--- src/logic/uhc_defs.svh ---
// What this block does
// - The enhanced interface version reads 0100h when identifiers came from the serial EEPROM or the serial clock is held low, and 0095h otherwise.
// - The low eight bits of the legacy version register are read-only and hold the implemented interface version as two BCD digits.
// - The legacy version field always returns 10h.
// - Bits 31 to 8 of the legacy version register are read-only and read as zero.
// - Only host driver software changes the control fields, except the functional state and remote-wakeup-connected bits, which hardware may also update.
// - The control register holds wakeup enable at 10, wakeup connected at 9, interrupt routing at 8, functional state at 7:6, list enables at 5:2 and service ratio at 1:0, all resetting to zero.
// - A software reset enters the suspend state; a hardware reset enters the reset state, resets the root hub and drives reset signaling downstream.
`ifndef UHC_DEFS_SVH
`define UHC_DEFS_SVH

`define UHC_ADDR_W            8
`define UHC_OFS_VERSION       8'h00
`define UHC_OFS_CONTROL       8'h04
`define UHC_OFS_PORT1         8'h64
`define UHC_OFS_PORT2         8'h68
`define UHC_OFS_TUNING        8'h6c

`define UHC_LEGACY_REV        8'h10
`define UHC_CAP_LENGTH        8'h20
`define UHC_EVER_NEW          16'h0100
`define UHC_EVER_OLD          16'h0095

`define UHC_CTL_WAKE_EN       10
`define UHC_CTL_WAKE_CONN     9
`define UHC_CTL_INT_ROUTE     8
`define UHC_CTL_FS_HI         7
`define UHC_CTL_FS_LO         6
`define UHC_CTL_BULK_EN       5
`define UHC_CTL_CTRL_EN       4
`define UHC_CTL_ISO_EN        3
`define UHC_CTL_PER_EN        2
`define UHC_CTL_RATIO_HI      1
`define UHC_CTL_RATIO_LO      0

`define UHC_PORT_RESET        32'h0000_0000
`define UHC_TUNING_RESET      32'h0000_0000

`endif

--- src/logic/uhc_pkg.sv ---
package uhc_pkg;

  typedef enum logic [1:0] {
    UHC_FS_BUS_RESET   = 2'h0,
    UHC_FS_RESUME      = 2'h1,
    UHC_FS_OPERATIONAL = 2'h2,
    UHC_FS_SUSPENDED   = 2'h3
  } uhc_fs_t;

  typedef struct packed {
    logic       remote_wakeup_enable;
    logic       remote_wakeup_connected;
    logic       interrupt_routing;
    uhc_fs_t    functional_state;
    logic       bulk_list_enable;
    logic       control_list_enable;
    logic       isochronous_enable;
    logic       periodic_list_enable;
    logic [1:0] control_bulk_service_ratio;
  } uhc_ctrl_t;

  typedef struct packed {
    uhc_ctrl_t   ctrl;
    logic [31:0] rdata;
    logic        rvalid;
  } uhc_state_t;

endpackage : uhc_pkg

--- src/logic/uhc_rw_reg.sv ---
`timescale 1ns/10ps
`include "uhc_defs.svh"

module uhc_rw_reg #(
  parameter logic [31:0] RESET_VAL = 32'h0000_0000
) (
  input  wire logic        clk,    // bus clock
  input  wire logic        rst_n,  // synchronous reset
  input  wire logic        wr_en,  // write strobe for this word
  input  wire logic [3:0]  be,     // byte enables
  input  wire logic [31:0] wdata,  // write data
  output logic      [31:0] value   // stored word
);

  logic [31:0] value_q;
  logic [31:0] value_d;

  always_comb begin
    value_d = value_q;
    for (int i = 0; i < 4; i++) begin
      if (wr_en && be[i]) begin
        value_d[i*8 +: 8] = wdata[i*8 +: 8];
      end
    end
  end

  always_ff @(posedge clk) begin
    if (!rst_n) begin
      value_q <= RESET_VAL;
    end else begin
      value_q <= value_d;
    end
  end

  assign value = value_q;

endmodule : uhc_rw_reg

--- src/logic/uhc_regs.sv ---
`timescale 1ns/10ps
`include "uhc_defs.svh"

module uhc_regs
  import uhc_pkg::*;
(
  input  wire logic                  clk,              // bus clock
  input  wire logic                  rst_n,            // hardware reset, sync
  input  wire logic                  func_sel,         // 0 legacy, 1 enhanced
  input  wire logic [`UHC_ADDR_W-1:0] addr,            // byte offset
  input  wire logic                  wr_en,            // write strobe
  input  wire logic [3:0]            be,               // byte enables
  input  wire logic [31:0]           wdata,            // write data
  input  wire logic                  rd_en,            // read strobe
  output logic      [31:0]           rdata,            // read data
  output logic                       rvalid,           // read data valid
  input  wire logic                  soft_reset,       // software reset pulse
  input  wire logic                  resume_detect,    // downstream resume pulse
  input  wire logic                  wakeup_connect,   // firmware wakeup capable pulse
  input  wire logic                  eeprom_loaded,    // ids came from EEPROM
  input  wire logic                  scl_low,          // serial clock held low
  output logic      [1:0]            functional_state, // current state
  output logic                       root_hub_reset,   // root hub held in reset
  output logic                       port_reset_drive, // reset signaling downstream
  output logic      [31:0]           port1_status_control, // port 1 word
  output logic      [31:0]           port2_status_control, // port 2 word
  output logic      [31:0]           system_tuning     // tuning word
);

  // ****************************************
  // state
  // ****************************************
  uhc_state_t s_q;
  uhc_state_t s_d;
  logic       hw_rst_q;

  logic [31:0] ctrl_word;
  logic [31:0] rd_word;
  logic [15:0] ever;
  logic        enh_wr;
  logic        legacy_ctl_wr;

  // ****************************************
  // address decode
  // ****************************************
  logic        hit_control;
  logic        hit_port1;
  logic        hit_port2;
  logic        hit_tuning;
  logic        wr_port1;
  logic        wr_port2;
  logic        wr_tuning;
  logic        ctl_lo_wr;
  logic        ctl_hi_wr;
  logic        resume_ok;

  assign hit_control   = (addr == `UHC_OFS_CONTROL);
  assign hit_port1     = (addr == `UHC_OFS_PORT1);
  assign hit_port2     = (addr == `UHC_OFS_PORT2);
  assign hit_tuning    = (addr == `UHC_OFS_TUNING);

  // the two functions share offsets, so func_sel splits every strobe
  assign legacy_ctl_wr = wr_en && !func_sel && hit_control;
  assign enh_wr        = wr_en && func_sel;
  assign wr_port1      = enh_wr && hit_port1;
  assign wr_port2      = enh_wr && hit_port2;
  assign wr_tuning     = enh_wr && hit_tuning;

  // byte lane 0 carries bits 7:0, lane 1 bits 10:8; lanes 2 and 3 hold nothing
  assign ctl_lo_wr     = legacy_ctl_wr && be[0];
  assign ctl_hi_wr     = legacy_ctl_wr && be[1];

  // ****************************************
  // hardware event qualifiers
  // ****************************************
  // resume only moves the state out of suspend
  assign resume_ok = resume_detect && (s_q.ctrl.functional_state == UHC_FS_SUSPENDED);

  // ****************************************
  // interface version select
  // ****************************************
  // the straps are levels, so the version word follows them directly
  assign ever = (eeprom_loaded || scl_low) ? `UHC_EVER_NEW : `UHC_EVER_OLD;

  // ****************************************
  // enhanced port and tuning words
  // ****************************************
  uhc_rw_reg #(.RESET_VAL(`UHC_PORT_RESET)) u_port1 (
    .clk   (clk),
    .rst_n (rst_n),
    .wr_en (wr_port1),
    .be    (be),
    .wdata (wdata),
    .value (port1_status_control)
  );

  uhc_rw_reg #(.RESET_VAL(`UHC_PORT_RESET)) u_port2 (
    .clk   (clk),
    .rst_n (rst_n),
    .wr_en (wr_port2),
    .be    (be),
    .wdata (wdata),
    .value (port2_status_control)
  );

  uhc_rw_reg #(.RESET_VAL(`UHC_TUNING_RESET)) u_tuning (
    .clk   (clk),
    .rst_n (rst_n),
    .wr_en (wr_tuning),
    .be    (be),
    .wdata (wdata),
    .value (system_tuning)
  );

  // ****************************************
  // control word layout
  // ****************************************
  always_comb begin
    ctrl_word                                        = 32'h0000_0000;
    ctrl_word[`UHC_CTL_WAKE_EN]                      = s_q.ctrl.remote_wakeup_enable;
    ctrl_word[`UHC_CTL_WAKE_CONN]                    = s_q.ctrl.remote_wakeup_connected;
    ctrl_word[`UHC_CTL_INT_ROUTE]                    = s_q.ctrl.interrupt_routing;
    ctrl_word[`UHC_CTL_FS_HI:`UHC_CTL_FS_LO]         = s_q.ctrl.functional_state;
    ctrl_word[`UHC_CTL_BULK_EN]                      = s_q.ctrl.bulk_list_enable;
    ctrl_word[`UHC_CTL_CTRL_EN]                      = s_q.ctrl.control_list_enable;
    ctrl_word[`UHC_CTL_ISO_EN]                       = s_q.ctrl.isochronous_enable;
    ctrl_word[`UHC_CTL_PER_EN]                       = s_q.ctrl.periodic_list_enable;
    ctrl_word[`UHC_CTL_RATIO_HI:`UHC_CTL_RATIO_LO]   = s_q.ctrl.control_bulk_service_ratio;
  end

  // ****************************************
  // read mux
  // ****************************************
  always_comb begin
    rd_word = 32'h0000_0000;
    if (!func_sel) begin
      unique case (addr)
        `UHC_OFS_VERSION: rd_word = {24'h00_0000, `UHC_LEGACY_REV};
        `UHC_OFS_CONTROL: rd_word = ctrl_word;
        default:          rd_word = 32'h0000_0000;
      endcase
    end else begin
      unique case (addr)
        `UHC_OFS_VERSION: rd_word = {ever, 8'h00, `UHC_CAP_LENGTH};
        `UHC_OFS_PORT1:   rd_word = port1_status_control;
        `UHC_OFS_PORT2:   rd_word = port2_status_control;
        `UHC_OFS_TUNING:  rd_word = system_tuning;
        default:          rd_word = 32'h0000_0000;
      endcase
    end
  end

  // ****************************************
  // next state
  // ****************************************
  always_comb begin
    s_d        = s_q;
    s_d.rvalid = rd_en;
    s_d.rdata  = rd_en ? rd_word : s_q.rdata;
    // version word has no storage, so writes to it fall through
    // bits 31:11 are not stored
    // software side: the driver writes these fields; the hardware side below also updates wakeup connected and functional state
    if (ctl_hi_wr) begin
      s_d.ctrl.remote_wakeup_enable    = wdata[`UHC_CTL_WAKE_EN];
      s_d.ctrl.remote_wakeup_connected = wdata[`UHC_CTL_WAKE_CONN];
      s_d.ctrl.interrupt_routing       = wdata[`UHC_CTL_INT_ROUTE];
    end
    if (ctl_lo_wr) begin
      s_d.ctrl.functional_state = uhc_fs_t'(wdata[`UHC_CTL_FS_HI:`UHC_CTL_FS_LO]);
      s_d.ctrl.bulk_list_enable           = wdata[`UHC_CTL_BULK_EN];
      s_d.ctrl.control_list_enable        = wdata[`UHC_CTL_CTRL_EN];
      s_d.ctrl.isochronous_enable         = wdata[`UHC_CTL_ISO_EN];
      s_d.ctrl.periodic_list_enable       = wdata[`UHC_CTL_PER_EN];
      s_d.ctrl.control_bulk_service_ratio =
        wdata[`UHC_CTL_RATIO_HI:`UHC_CTL_RATIO_LO];
    end
    // hardware side: updates win over a software write in the same cycle
    if (wakeup_connect) begin
      s_d.ctrl.remote_wakeup_connected = 1'b1;
    end
    if (resume_ok) begin
      s_d.ctrl.functional_state = UHC_FS_RESUME;
    end
    if (soft_reset) begin
      // software reset keeps routing and wakeup connected
      s_d.ctrl.remote_wakeup_enable       = 1'b0;
      s_d.ctrl.functional_state           = UHC_FS_SUSPENDED;
      s_d.ctrl.bulk_list_enable           = 1'b0;
      s_d.ctrl.control_list_enable        = 1'b0;
      s_d.ctrl.isochronous_enable         = 1'b0;
      s_d.ctrl.periodic_list_enable       = 1'b0;
      s_d.ctrl.control_bulk_service_ratio = 2'h0;
    end
  end

  always_ff @(posedge clk) begin
    if (!rst_n) begin
      s_q      <= '0;
      hw_rst_q <= 1'b1;
    end else begin
      s_q      <= s_d;
      hw_rst_q <= 1'b0;
    end
  end

  // ****************************************
  // outputs
  // ****************************************
  assign rdata            = s_q.rdata;
  assign rvalid           = s_q.rvalid;
  assign functional_state = s_q.ctrl.functional_state;
  assign root_hub_reset   = hw_rst_q;
  assign port_reset_drive = (s_q.ctrl.functional_state == UHC_FS_BUS_RESET);

endmodule : uhc_regs

--- config.mk ---
export PLATFORM = sky130hd
export DESIGN_NAME = uhc_regs
export DESIGN_NICKNAME = d
export VERILOG_FILES = /design/src/logic/uhc_pkg.sv /design/src/logic/uhc_rw_reg.sv /design/src/logic/uhc_regs.sv
export VERILOG_INCLUDE_DIRS = /design/src /design/src/logic
export SDC_FILE = /design/constraint.sdc
export NUM_CORES = 1
export LEC_CHECK = 0
export BUFFER_PORTS_ARGS = -buffer_cell sky130_fd_sc_hd__buf_2
export CORE_UTILIZATION = 30
export DETAILED_ROUTE_END_ITERATION = 7
export PLACE_DENSITY = 0.53
export SKIP_CTS_REPAIR_TIMING = 1
export SLEW_MARGIN = 20
export SYNTH_ARGS = -nofsm -noshare
export SYNTH_HDL_FRONTEND = slang
export SYNTH_SLANG_ARGS = --single-unit
--- constraint.sdc ---
create_clock -name clk -period 1.9 [get_ports clk]
set_input_delay 0.38 -clock clk [delete_from_list [all_inputs] [get_ports clk]]
set_output_delay 0.38 -clock clk [all_outputs]
set_load 0.05 [all_outputs]
==> Word-level counts from Yosys, hierarchy flattened <==
Index checks and enable logic that the tools add are counted.
{ "classes": {"eq_ne": 5, "n_mux": 10, "bitwise": 1, "reduce_logical": 28} }
{ "ops": {"columns": ["cell", "n"], "rows": [
  ["$pmux 32 s4", 1],
  ["$mux 32", 1],
  ["$eq 8x7->1 const B", 3],
  ["$pmux 11 s2", 1],
  ["$logic_and 1x1->1", 21],
  ["$mux 8", 2],
  ["$mux 9", 1],
  ["$eq 8x3->1 const B", 1],
  ["$logic_not 8->1", 1],
  ["$mux 2", 2],
  ["$reduce_bool 3->1", 1],
  ["$eq 2x2->1 const B", 1],
  ["$logic_not 2->1", 1],
  ["$mux 1", 2],
  ["$reduce_bool 2->1", 1],
  ["$reduce_or 2->1", 1],
  ["$logic_not 1->1", 1],
  ["$logic_or 1x1->1", 1],
  ["$not 1->1", 1]
]} }
{ "totals": {"register_bits": 141, "inputBits": 54, "out_inout_bits": 133, "word_cells": 68} }

==> Longest topological paths before layout <==
Gate-level depths: netlist of the first run.
{ "logic_depth": {"word_depth": 7, "ltp_mapped": 8, "ltp_nobuf": 4} }

==> Cells and area by module <==
A second synthesis of the first run with hierarchy kept.
{ "unflattened": {"hier_cells": 716, "area_unflattened_um2": 6744.0} }
{ "by_module_without_submodules": {"columns": ["mod", "n_inst", "cells_each", "area_per_inst_um2", "seq_area_each_um2"], "rows": [
  ["uhc_rw_reg", 3, 151, 1426.4, 640.6],
  ["uhc_regs", 1, 263, 2464.9, 900.9]
]} }

==> Worst setup path after synthesis of the first run <==
No wires, ideal clock.
{ "synth_timing": {"kind": "in2reg", "start": "in addr[3]", "end": "reg s_q, in the netlist ctrl_word[0]", "setup_time_ns": 0.121, "arrival_time_ns": 1.799, "required_ns": 1.779, "setup_slack_ns": -0.020, "stages": 5, "n_path_buf": 1, "path_cell_list": "or4b_1 > buf_4 > nor4_4 > mux2i_1 > nor2_1"} }
{ "synth_via": {"elab_chain_cells": 3} }
{ "synth_lines": {"columns": ["item", "line", "text"], "rows": [
  ["start, declared", "uhc_regs.sv:10", "input wire logic [`UHC_ADDR_W-1:0] addr,"],
  ["$eq 8x3->1", null, null],
  ["$logic_and 1x1->1", "uhc_regs.sv:63", "assign legacy_ctl_wr = wr_en && !func_sel && hit_control;"],
  ["$logic_and 1x1->1", "uhc_regs.sv:70", "assign ctl_lo_wr = legacy_ctl_wr && be[0];"],
  ["end signal, assigned", "uhc_regs.sv:198", "s_q <= '0;"],
  ["end signal, assigned", "uhc_regs.sv:201", "s_q <= s_d;"],
  ["end, declared", "uhc_regs.sv:33", "uhc_state_t s_q;"]
]} }
No other way between the ends.
A chain may end at the register's enable or synchronous reset.

==> Final worst setup path of the first run <==
{ "layout_timing": {"start": "in addr[3]", "end": "reg s_q, in the netlist functional_state[0]"} }
{ "layout_via": {"elab_chain_cells": 4} }
{ "layout_lines": {"columns": ["item", "line"], "rows": [
  ["$eq 8x3->1", null],
  ["$logic_and 1x1->1", "uhc_regs.sv:63"],
  ["$logic_and 1x1->1", "uhc_regs.sv:70"],
  ["$reduce_bool 3->1 (no line)", null]
]} }
No other way between the ends.

==> results.cfg, run 1 <==
[outcome]
status = completed

[clocking]
tritoncts = done
cts.clk_slew.worst_paths_ps = 60
insertion_delay_ps = 420
numCtsBuffers = 17
cts_root_buf = clkbuf_16
ctsHtreeMaxLevel = 4
ctsLongestPathBuffers = 2
clock-sinks = 141

[layout]
design_area_um2 = 8070
final_layout_size_suffix_gt1_frac = 0.375
fin_util = 0.426
final_cell_mix = buf_2, dfxtp_1, nand2_1
area_growth_pct = 37.0
final_common_cell = buf_2
nets = 904

[pwr]
vdd_ir_drop_max_uv = 596
power_mw = 6.87
total_leakage_power_nw = 3.65
p_per_area_nw_per_um2 = 851

[sta]
period_needed_ps = 1560
skew_ps = 6.05
finalSetupViolCount = 0
slew_headroom = 0.590
drv_slew = 0
worst_slack_ps = 336
min_period_over_period = 0.823
tightest_slew_ps = 615
hold_viol = 0
rsz0062_at_grt = false
fmax_ghz = 0.640
fin_setup_tns_ps = 0

[global_route]
grt_pass1_vias = 5128
track_usage = 0.188
grt.overflow.total = 0
grt_max_degree = 138
grt_antenna_before_repair = 3
grt_first_pass_wirelength_um = 28900

[synthesis]
yosysSeqAreaShare = 0.479
synth_area_um2 = 5890
post-synth-top-area-cell = dfxtp_1
synth_nets = 693
synth.distinct_cells = 43
netlist.area_leader.share = 0.479
synth-edff-count = 0
synth.area.top_cells = dfxtp_1, mux2i_1, nand2_1
syn_inst = 639
syn_avg_cell_area_um2 = 9.22
ys_seq_elements = 141
async_reset_ff_frac = 0
ys.flop_type = dfxtp_1
ys_warn_count = 0

[critical_path]
worst_r2r_startpoint = u_tuning.value[4]
crit_path_max_fanout = 5
worst_setup_path_start_kind = input pin
end_kind = flop
cp_data_arrival_time_ps = 1900
worstSetupPathType = in -> reg
reg2reg_depth = 4
required_ps = 2230
worstReg2RegEnd = rdata[4]
r2r_setup_slack_ps = 590

[place]
port_buffers = 186
dp_hpwl_um = 13500
place_area_um2 = 7450
pre_cts_slack_ps = -100
gp_congestion = 0.810

[min_path]
hold_class = in -> reg
min-delay-start = soft_reset
holdPathEnd = functional_state[1]
whs_path_depth = 3

[die]
start_util = 0.311
row_count = 50
die_y_um = 142
die_x_um = 142
ios = 187
fp.dieArea_um2 = 20200
core_um2 = 19000

[routing]
viasPerCell = 4.79
dr_total_vias = 5387
drc = 0
wire_per_inst_um = 16.5
totalWireLength_um = 18600
drt_iter0_drc = 387
firstDrtPassIters = 4
ant_nets = 0

[job]
cap_violations = 0
## layout make-up
cell class / count / area (um^2)
clock inverters: 11 / 166
fillers: 1910 / 10900
multi-input cells: 447 / 2870
repair buffers: 242 / 1430
diodes: 2 / 5.00
clock buffers: 21 / 450
inverters: 1 / 3.75
well taps: 260 / 325
flip-flops and latches: 141 / 2820
## where the power goes
group | switching [mW] | leakage (nW) | internal (mW) | total (mW)
logic | 0.270 | 2.21 | 0.139 | 0.408
registers | 0.00935 | 1.14 | 2.97 | 2.98
clock network | 1.26 | 0.305 | 2.23 | 3.49
total | 1.54 | 3.65 | 5.33 | 6.87
## cell usage after synthesis (2+ instances only)
cell and count:
nand2_1 106, o211ai_1 2, mux2i_1 56, and2_1 4, nor4bb_1 2, nor3_1 5, a22oi_1 29, buf_2 8
a22o_1 3, nor4_4 2, a31o_2 10, or4_1 2, mux2_2 32, o22ai_1 9, nor2b_1 9, nor2_1 26
and3_1 5, buf_1 5, o2111ai_1 2, nand4_1 8, a21oi_1 9, or2_2 4, nand3_1 48, buf_4 4
nand2b_1 2, o21ai_0 58, clkbuf_1 33, dfxtp_1 141
## state kept, by name (all words and copies together) (netlist names)
register	flops
u_port2.value	32
u_port1.value	32
rvalid	1
ctrl_word	9
functional_state	2
root_hub_reset	1
u_tuning.value	32
rdata	32
## metrics by stage
stage,cells,hold slack [ps]
after global placement,1091,438
after global routing,1125,207
final,1125,222
after floorplan,639,450
after detailed placement,1091,444
after CTS,1123,206
## worst max-delay path by stage
stage	start	to	slack, ps	cells past startpoint
5_1_grt	addr[3]	functional_state[0]	240	7
4_1_cts	addr[3]	functional_state[0]	340	7
3_3_place_gp	addr[3]	ctrl_word[10]	-80	6
3_5_place_dp	addr[3]	functional_state[0]	-100	7
6_report	addr[3]	functional_state[0]	340	7
2_1_floorplan	addr[5]	ctrl_word[0]	10	5
## cells by family (layout without fill, tap and decap cells)
family,count (synthesis),in the layout,synth area share
simple gates,231,231,0.191
flops,141,141,0.479
compound gates,128,128,0.137
mux,88,88,0.156
buf+inv,51,275,0.0367
other cells,0,2,0
## worst max-delay path: stages
cell,delay (ps)
buf_2,120
or4b_1,520
buf_4,190
nor4_2,260
buf_4,160
nor3_1,40
a311oi_1,230
## routing by layer
layer / GRT usage / up-vias / share of wire
met3: 0.0434 / 16 / 0.058
met1: 0.253 / 2494 / 0.48
met2: 0.294 / 158 / 0.45
met5: 0 / - / 0
li1: - / 2719 / -
met4: 0.0651 / 0 / 0.014
Power figures use the tool's default switching activity.
==> run 2: changes to the inputs <==
Settings changed: ABC_AREA from default to 1, PLACE_DENSITY 0.53 to 0.51.
Clock period 1.9 ns to 1.5 ns, I/O delays scaled along.
==> run 2 against run 1 <==
Against the previous run: worst hold slack lost 79 ps; utilization shrank 0.40 points; highest routed layer unchanged; sequential share of layout area grew 0.45 points; sequential power grew 27%; largest power group unchanged; global-route usage grew 2.1 points; via count grew 14%; critical path depth shrank 6; clock skew grew 1.1 ps; first-iteration DRC count shrank 21%.
==> results.cfg, run 2 <==
[critical_path]
crit_path_max_fanout = 3
cp_data_arrival_time_ps = 1140
crit_path_top_delay_cell = dfxtp_1
required_ps = 1200
end_kind = primary output
cp_cell_sequence = buf_2
worstSetupPathType = reg -> out
path_buf_inv = 1
cpLargestDelayFamily = flip-flops
slowest_delay_ps = 420
worst_setup_path_start_kind = flop

[sta]
fin_setup_tns_ps = 0
slew_headroom = 0.683
hold_viol = 0
finalSetupViolCount = 0
rsz0062_at_grt = false
fmax_ghz = 0.696
worst_slack_ps = 63.6
whs_ps = 142
skew_ps = 7.19
tightest_slew_ps = 475
drv_slew = 0
min_period_over_period = 0.958
period_needed_ps = 1440

[pwr]
swShare = 0.239
internal-power_mw = 6.28
power_mw = 8.25
total_leakage_power_nw = 3.95
p_per_area_nw_per_um2 = 1040
clock_power_share = 0.481
pwr-share-seq = 0.459
vdd_ir_drop_max_uv = 754
comb_power_share = 0.060
power.switching_mw = 1.97

[clocking]
clock-sinks = 141
cts_root_buf = clkbuf_16
ctsLongestPathBuffers = 2
insertion_delay_ps = 410
tritoncts = done
numCtsBuffers = 17
ctsHtreeMaxLevel = 4
cts.clk_slew.worst_paths_ps = 60

[routing]
firstDrtPassIters = 4
drc = 0
wire_per_inst_um = 15.8
dr_total_vias = 6123
totalWireLength_um = 20900
drt_iter0_drc = 304
ant_nets = 0
viasPerCell = 4.62

[place]
port_buffers = 186
gp_congestion = 0.836
place_area_um2 = 7410
place_inst = 1295
dp_hpwl_um = 15300
pre_cts_slack_ps = -303

[synthesis]
synth_area_um2 = 5850
synth.area.top_cells = dfxtp_1, nand2_1, nor2_1
yosysMostFrequentCell = nand2_1
ys_seq_elements = 141
syn_avg_cell_area_um2 = 7.06
ys.flop_type = dfxtp_1
syn_inst = 828
synth.distinct_cells = 27
netlist.area_leader.share = 0.483
synth-edff-count = 0
yosysSeqAreaShare = 0.483
ys_warn_count = 0
post-synth-top-area-cell = dfxtp_1
synth_nets = 882
async_reset_ff_frac = 0
synth_common_cells = nand2_1, nor2_1, dfxtp_1

[global_route]
grt_antenna_before_repair = 0
grt_max_degree = 54
grt_pass1_vias = 5650
grt_first_pass_wirelength_um = 31900
grt.overflow.total = 0
track_usage = 0.209

[layout]
area_growth_pct = 36.3
design_area_um2 = 7970
nets = 1108
fin_util = 0.422
layoutNonFillerInstCount = 1326
final_layout_size_suffix_gt1_frac = 0.279
final_cell_mix = nand2_1, buf_2, nor2_1
antenna_cells = 0

[die]
ios = 187
die_y_um = 142
die_x_um = 142
fp.dieArea_um2 = 20100
row_count = 50
start_util = 0.309
core_um2 = 18900

[job]
cap_violations = 0

[outcome]
status = completed

[min_path]
hold_class = in -> reg
-- run 2: cell types whose count changed after synthesis, moves of 10 or more --
cell	delta
a21oi_1	+26
a22oi_1	-29
a31o_2	-10
clkbuf_1	-11
inv_1	+46
mux2_2	-32
mux2i_1	-56
nand2_1	+80
nand3_1	-10
nor2_1	+154
o21ai_0	+57
-- run 2: final timing paths --
check | cells past startpoint | start | to | slack [ps]
max | 1 | u_port1.value[5] | port1_status_control[5] | 60
min | 3 | wdata[16] | u_tuning.value[16] | 140
max reg2reg | 6 | functional_state[0] | functional_state[0] | 530
min reg2reg | 2 | ctrl_word[2] | ctrl_word[2] | 440
-- run 2: final cells by class --
class	instances	area (um^2)
clock buffers	21	460
inverters	50	190
repair buffers	241	1380
fillers	2087	10900
multi-input cells	603	2700
flip-flops and latches	141	2820
well taps	260	325
clock inverters	10	91.3
-- run 2: logic make-up (layout without fill, tap and decap cells) --
group           count (synthesis)  in the layout  synth area share
flops                         141            141             0.483
compound gates                160            160             0.141
buf+inv                        84            322            0.0586
simple gates                  443            443             0.318
-- run 2: routing by layer --
layer	routed length, um	global-route usage	vias up
li1	-	-	3132
met1	9850	0.282	2801
met2	9750	0.339	169
met3	1010	0.0381	21
met4	329	0.0662	0
met5	0	0	-
-- run 2: power by group through the flow --
stage / combinational, mW / sequential [mW] / clock, mW
final: 0.494 / 3.79 / 3.97
after global routing: 0.535 / 3.79 / 4.23
after CTS: 0.494 / 3.79 / 4.05
after detailed placement: 0.492 / 3.87 / 0
after global placement: 0.493 / 3.87 / 0
after floorplan: 0.189 / 3.93 / 0
==> run 3: changes to the inputs <==
Settings changed: PLACE_DENSITY 0.51 to default.
==> run 3 against run 2 <==
Against the previous run: sequential share of layout area decreased by 0.54 points; worst hold slack got worse by 11 ps; largest power group unchanged; largest cell class unchanged; highest routed layer unchanged; total power increased by 5.2%; maximum frequency increased by 0.29%; sequential power about the same; non-clock buffer count increased by 3; design area increased by 1.5%; die area unchanged; final cell count increased by 0.30%.
==> results.cfg, run 3 (synthesis gave the netlist of run 2 again) <==
[die]
core_um2 = 18900
row_count = 50
fp.dieArea_um2 = 20100
die_y_um = 142
start_util = 0.309
die_x_um = 142
ios = 187

[sta]
worst_slack_ps = 67.8
finalSetupViolCount = 0
rsz0062_at_grt = false
tightest_slew_ps = 370
fin_setup_tns_ps = 0
skew_ps = 7.37
period_needed_ps = 1430
drv_slew = 0
slew_headroom = 0.751
min_period_over_period = 0.955
hold_viol = 0
fmax_ghz = 0.698

[global_route]
grt_max_degree = 103
grt_antenna_before_repair = 0
grt.overflow.total = 0
track_usage = 0.210
grt_pass1_vias = 5720
grt_first_pass_wirelength_um = 31900

[critical_path]
crit_path_max_fanout = 5
required_ps = 1200
end_kind = primary output
path_buf_inv = 1
crit_path_top_delay_cell = dfxtp_1
worst_setup_path_start_kind = flop
cpLargestDelayFamily = flip-flops
slowest_delay_ps = 410
cp_cell_sequence = buf_2
worstSetupPathType = reg -> out
cp_data_arrival_time_ps = 1130

[clocking]
clock-sinks = 141
cts.clk_slew.worst_paths_ps = 60
tritoncts = done
insertion_delay_ps = 420
numCtsBuffers = 17
ctsLongestPathBuffers = 2
cts_root_buf = clkbuf_16
ctsHtreeMaxLevel = 4

[routing]
ant_nets = 0
drc = 0
wire_per_inst_um = 15.6
viasPerCell = 4.65
totalWireLength_um = 20800
drt_iter0_drc = 351
dr_total_vias = 6189
firstDrtPassIters = 5

[pwr]
p_per_area_nw_per_um2 = 1070
vdd_ir_drop_max_uv = 725
power_mw = 8.68
total_leakage_power_nw = 3.99

[job]
cap_violations = 0

[layout]
area_growth_pct = 38.4
final_common_cell = nand2_1
nets = 1111
final_cell_mix = nand2_1, buf_2, nor2_1
final_layout_size_suffix_gt1_frac = 0.282
antenna_cells = 0
design_area_um2 = 8090

[outcome]
status = completed

[place]
place_area_um2 = 7480
gp_congestion = 0.803
port_buffers = 186
dp_hpwl_um = 15000
pre_cts_slack_ps = -261

[min_path]
hold_class = in -> reg
-- run 3: changes by cell type in the layout (fill, tap and decap cells not counted), moves of 2 or more --
cell,previous run,this run
buf_12,3,7
inv_6,1,5
bufinv_16,1,3
clkbuf_1,2,0
clkbuf_8,2,0
clkinv_2,6,4
-- run 3: path summary, 6_finish.rpt --
check / slack (ps) / start / end / cells after the start
worst max-delay path: 70 / functional_state[1] / functional_state[1] / 1
worst min-delay path: 130 / wdata[18] / u_port1.value[18] / 3
worst max register to register: 530 / functional_state[1] / functional_state[0] / 6
worst min register to register: 450 / rdata[18] / rdata[18] / 2
-- run 3: through the flow --
step                 util  hold WS (ps)  instances
floorplan               -           423        828
global placement    0.396           431       1298
detailed placement  0.396           434       1298
CTS                 0.428           112       1330
global route        0.428           128       1330
finish              0.428           131       1330
-- run 3: per-layer routing --
layer | up-vias | wire [um] | track usage
li1 | 3136 | - | -
met2 | 208 | 9800 | 0.339
met4 | 0 | 262 | 0.0736
met3 | 21 | 1200 | 0.0425
met5 | - | 0 | 0
met1 | 2824 | 9530 | 0.277
-- run 3: final cells by class --
| class | instances | area [um^2] |
|---|---|---|
| Fill cell | 2044 | 10800 |
| Sequential cell | 141 | 2820 |
| Multi-Input combinational cell | 603 | 2690 |
| Timing Repair Buffer | 244 | 1460 |
| Clock buffer | 17 | 425 |
| Tap cell | 260 | 325 |
| Inverter | 50 | 190 |
| Clock inverter | 15 | 184 |
-- run 3: power by group --
part           internal [mW]  switching (mW)  total, mW
combinational          0.153           0.332      0.485
clock                   2.64            1.77       4.41
sequential              3.77          0.0167       3.78
total                   6.56            2.12       8.68
-- run 3: worst reg2reg max path, stage by stage, from the launching register on --
cell and delay [ps]:
dfxtp_1 360, nand3_1 110, nand2_1 60, inv_1 90, nand2_1 50, o21ai_0 150
nor2_1 50
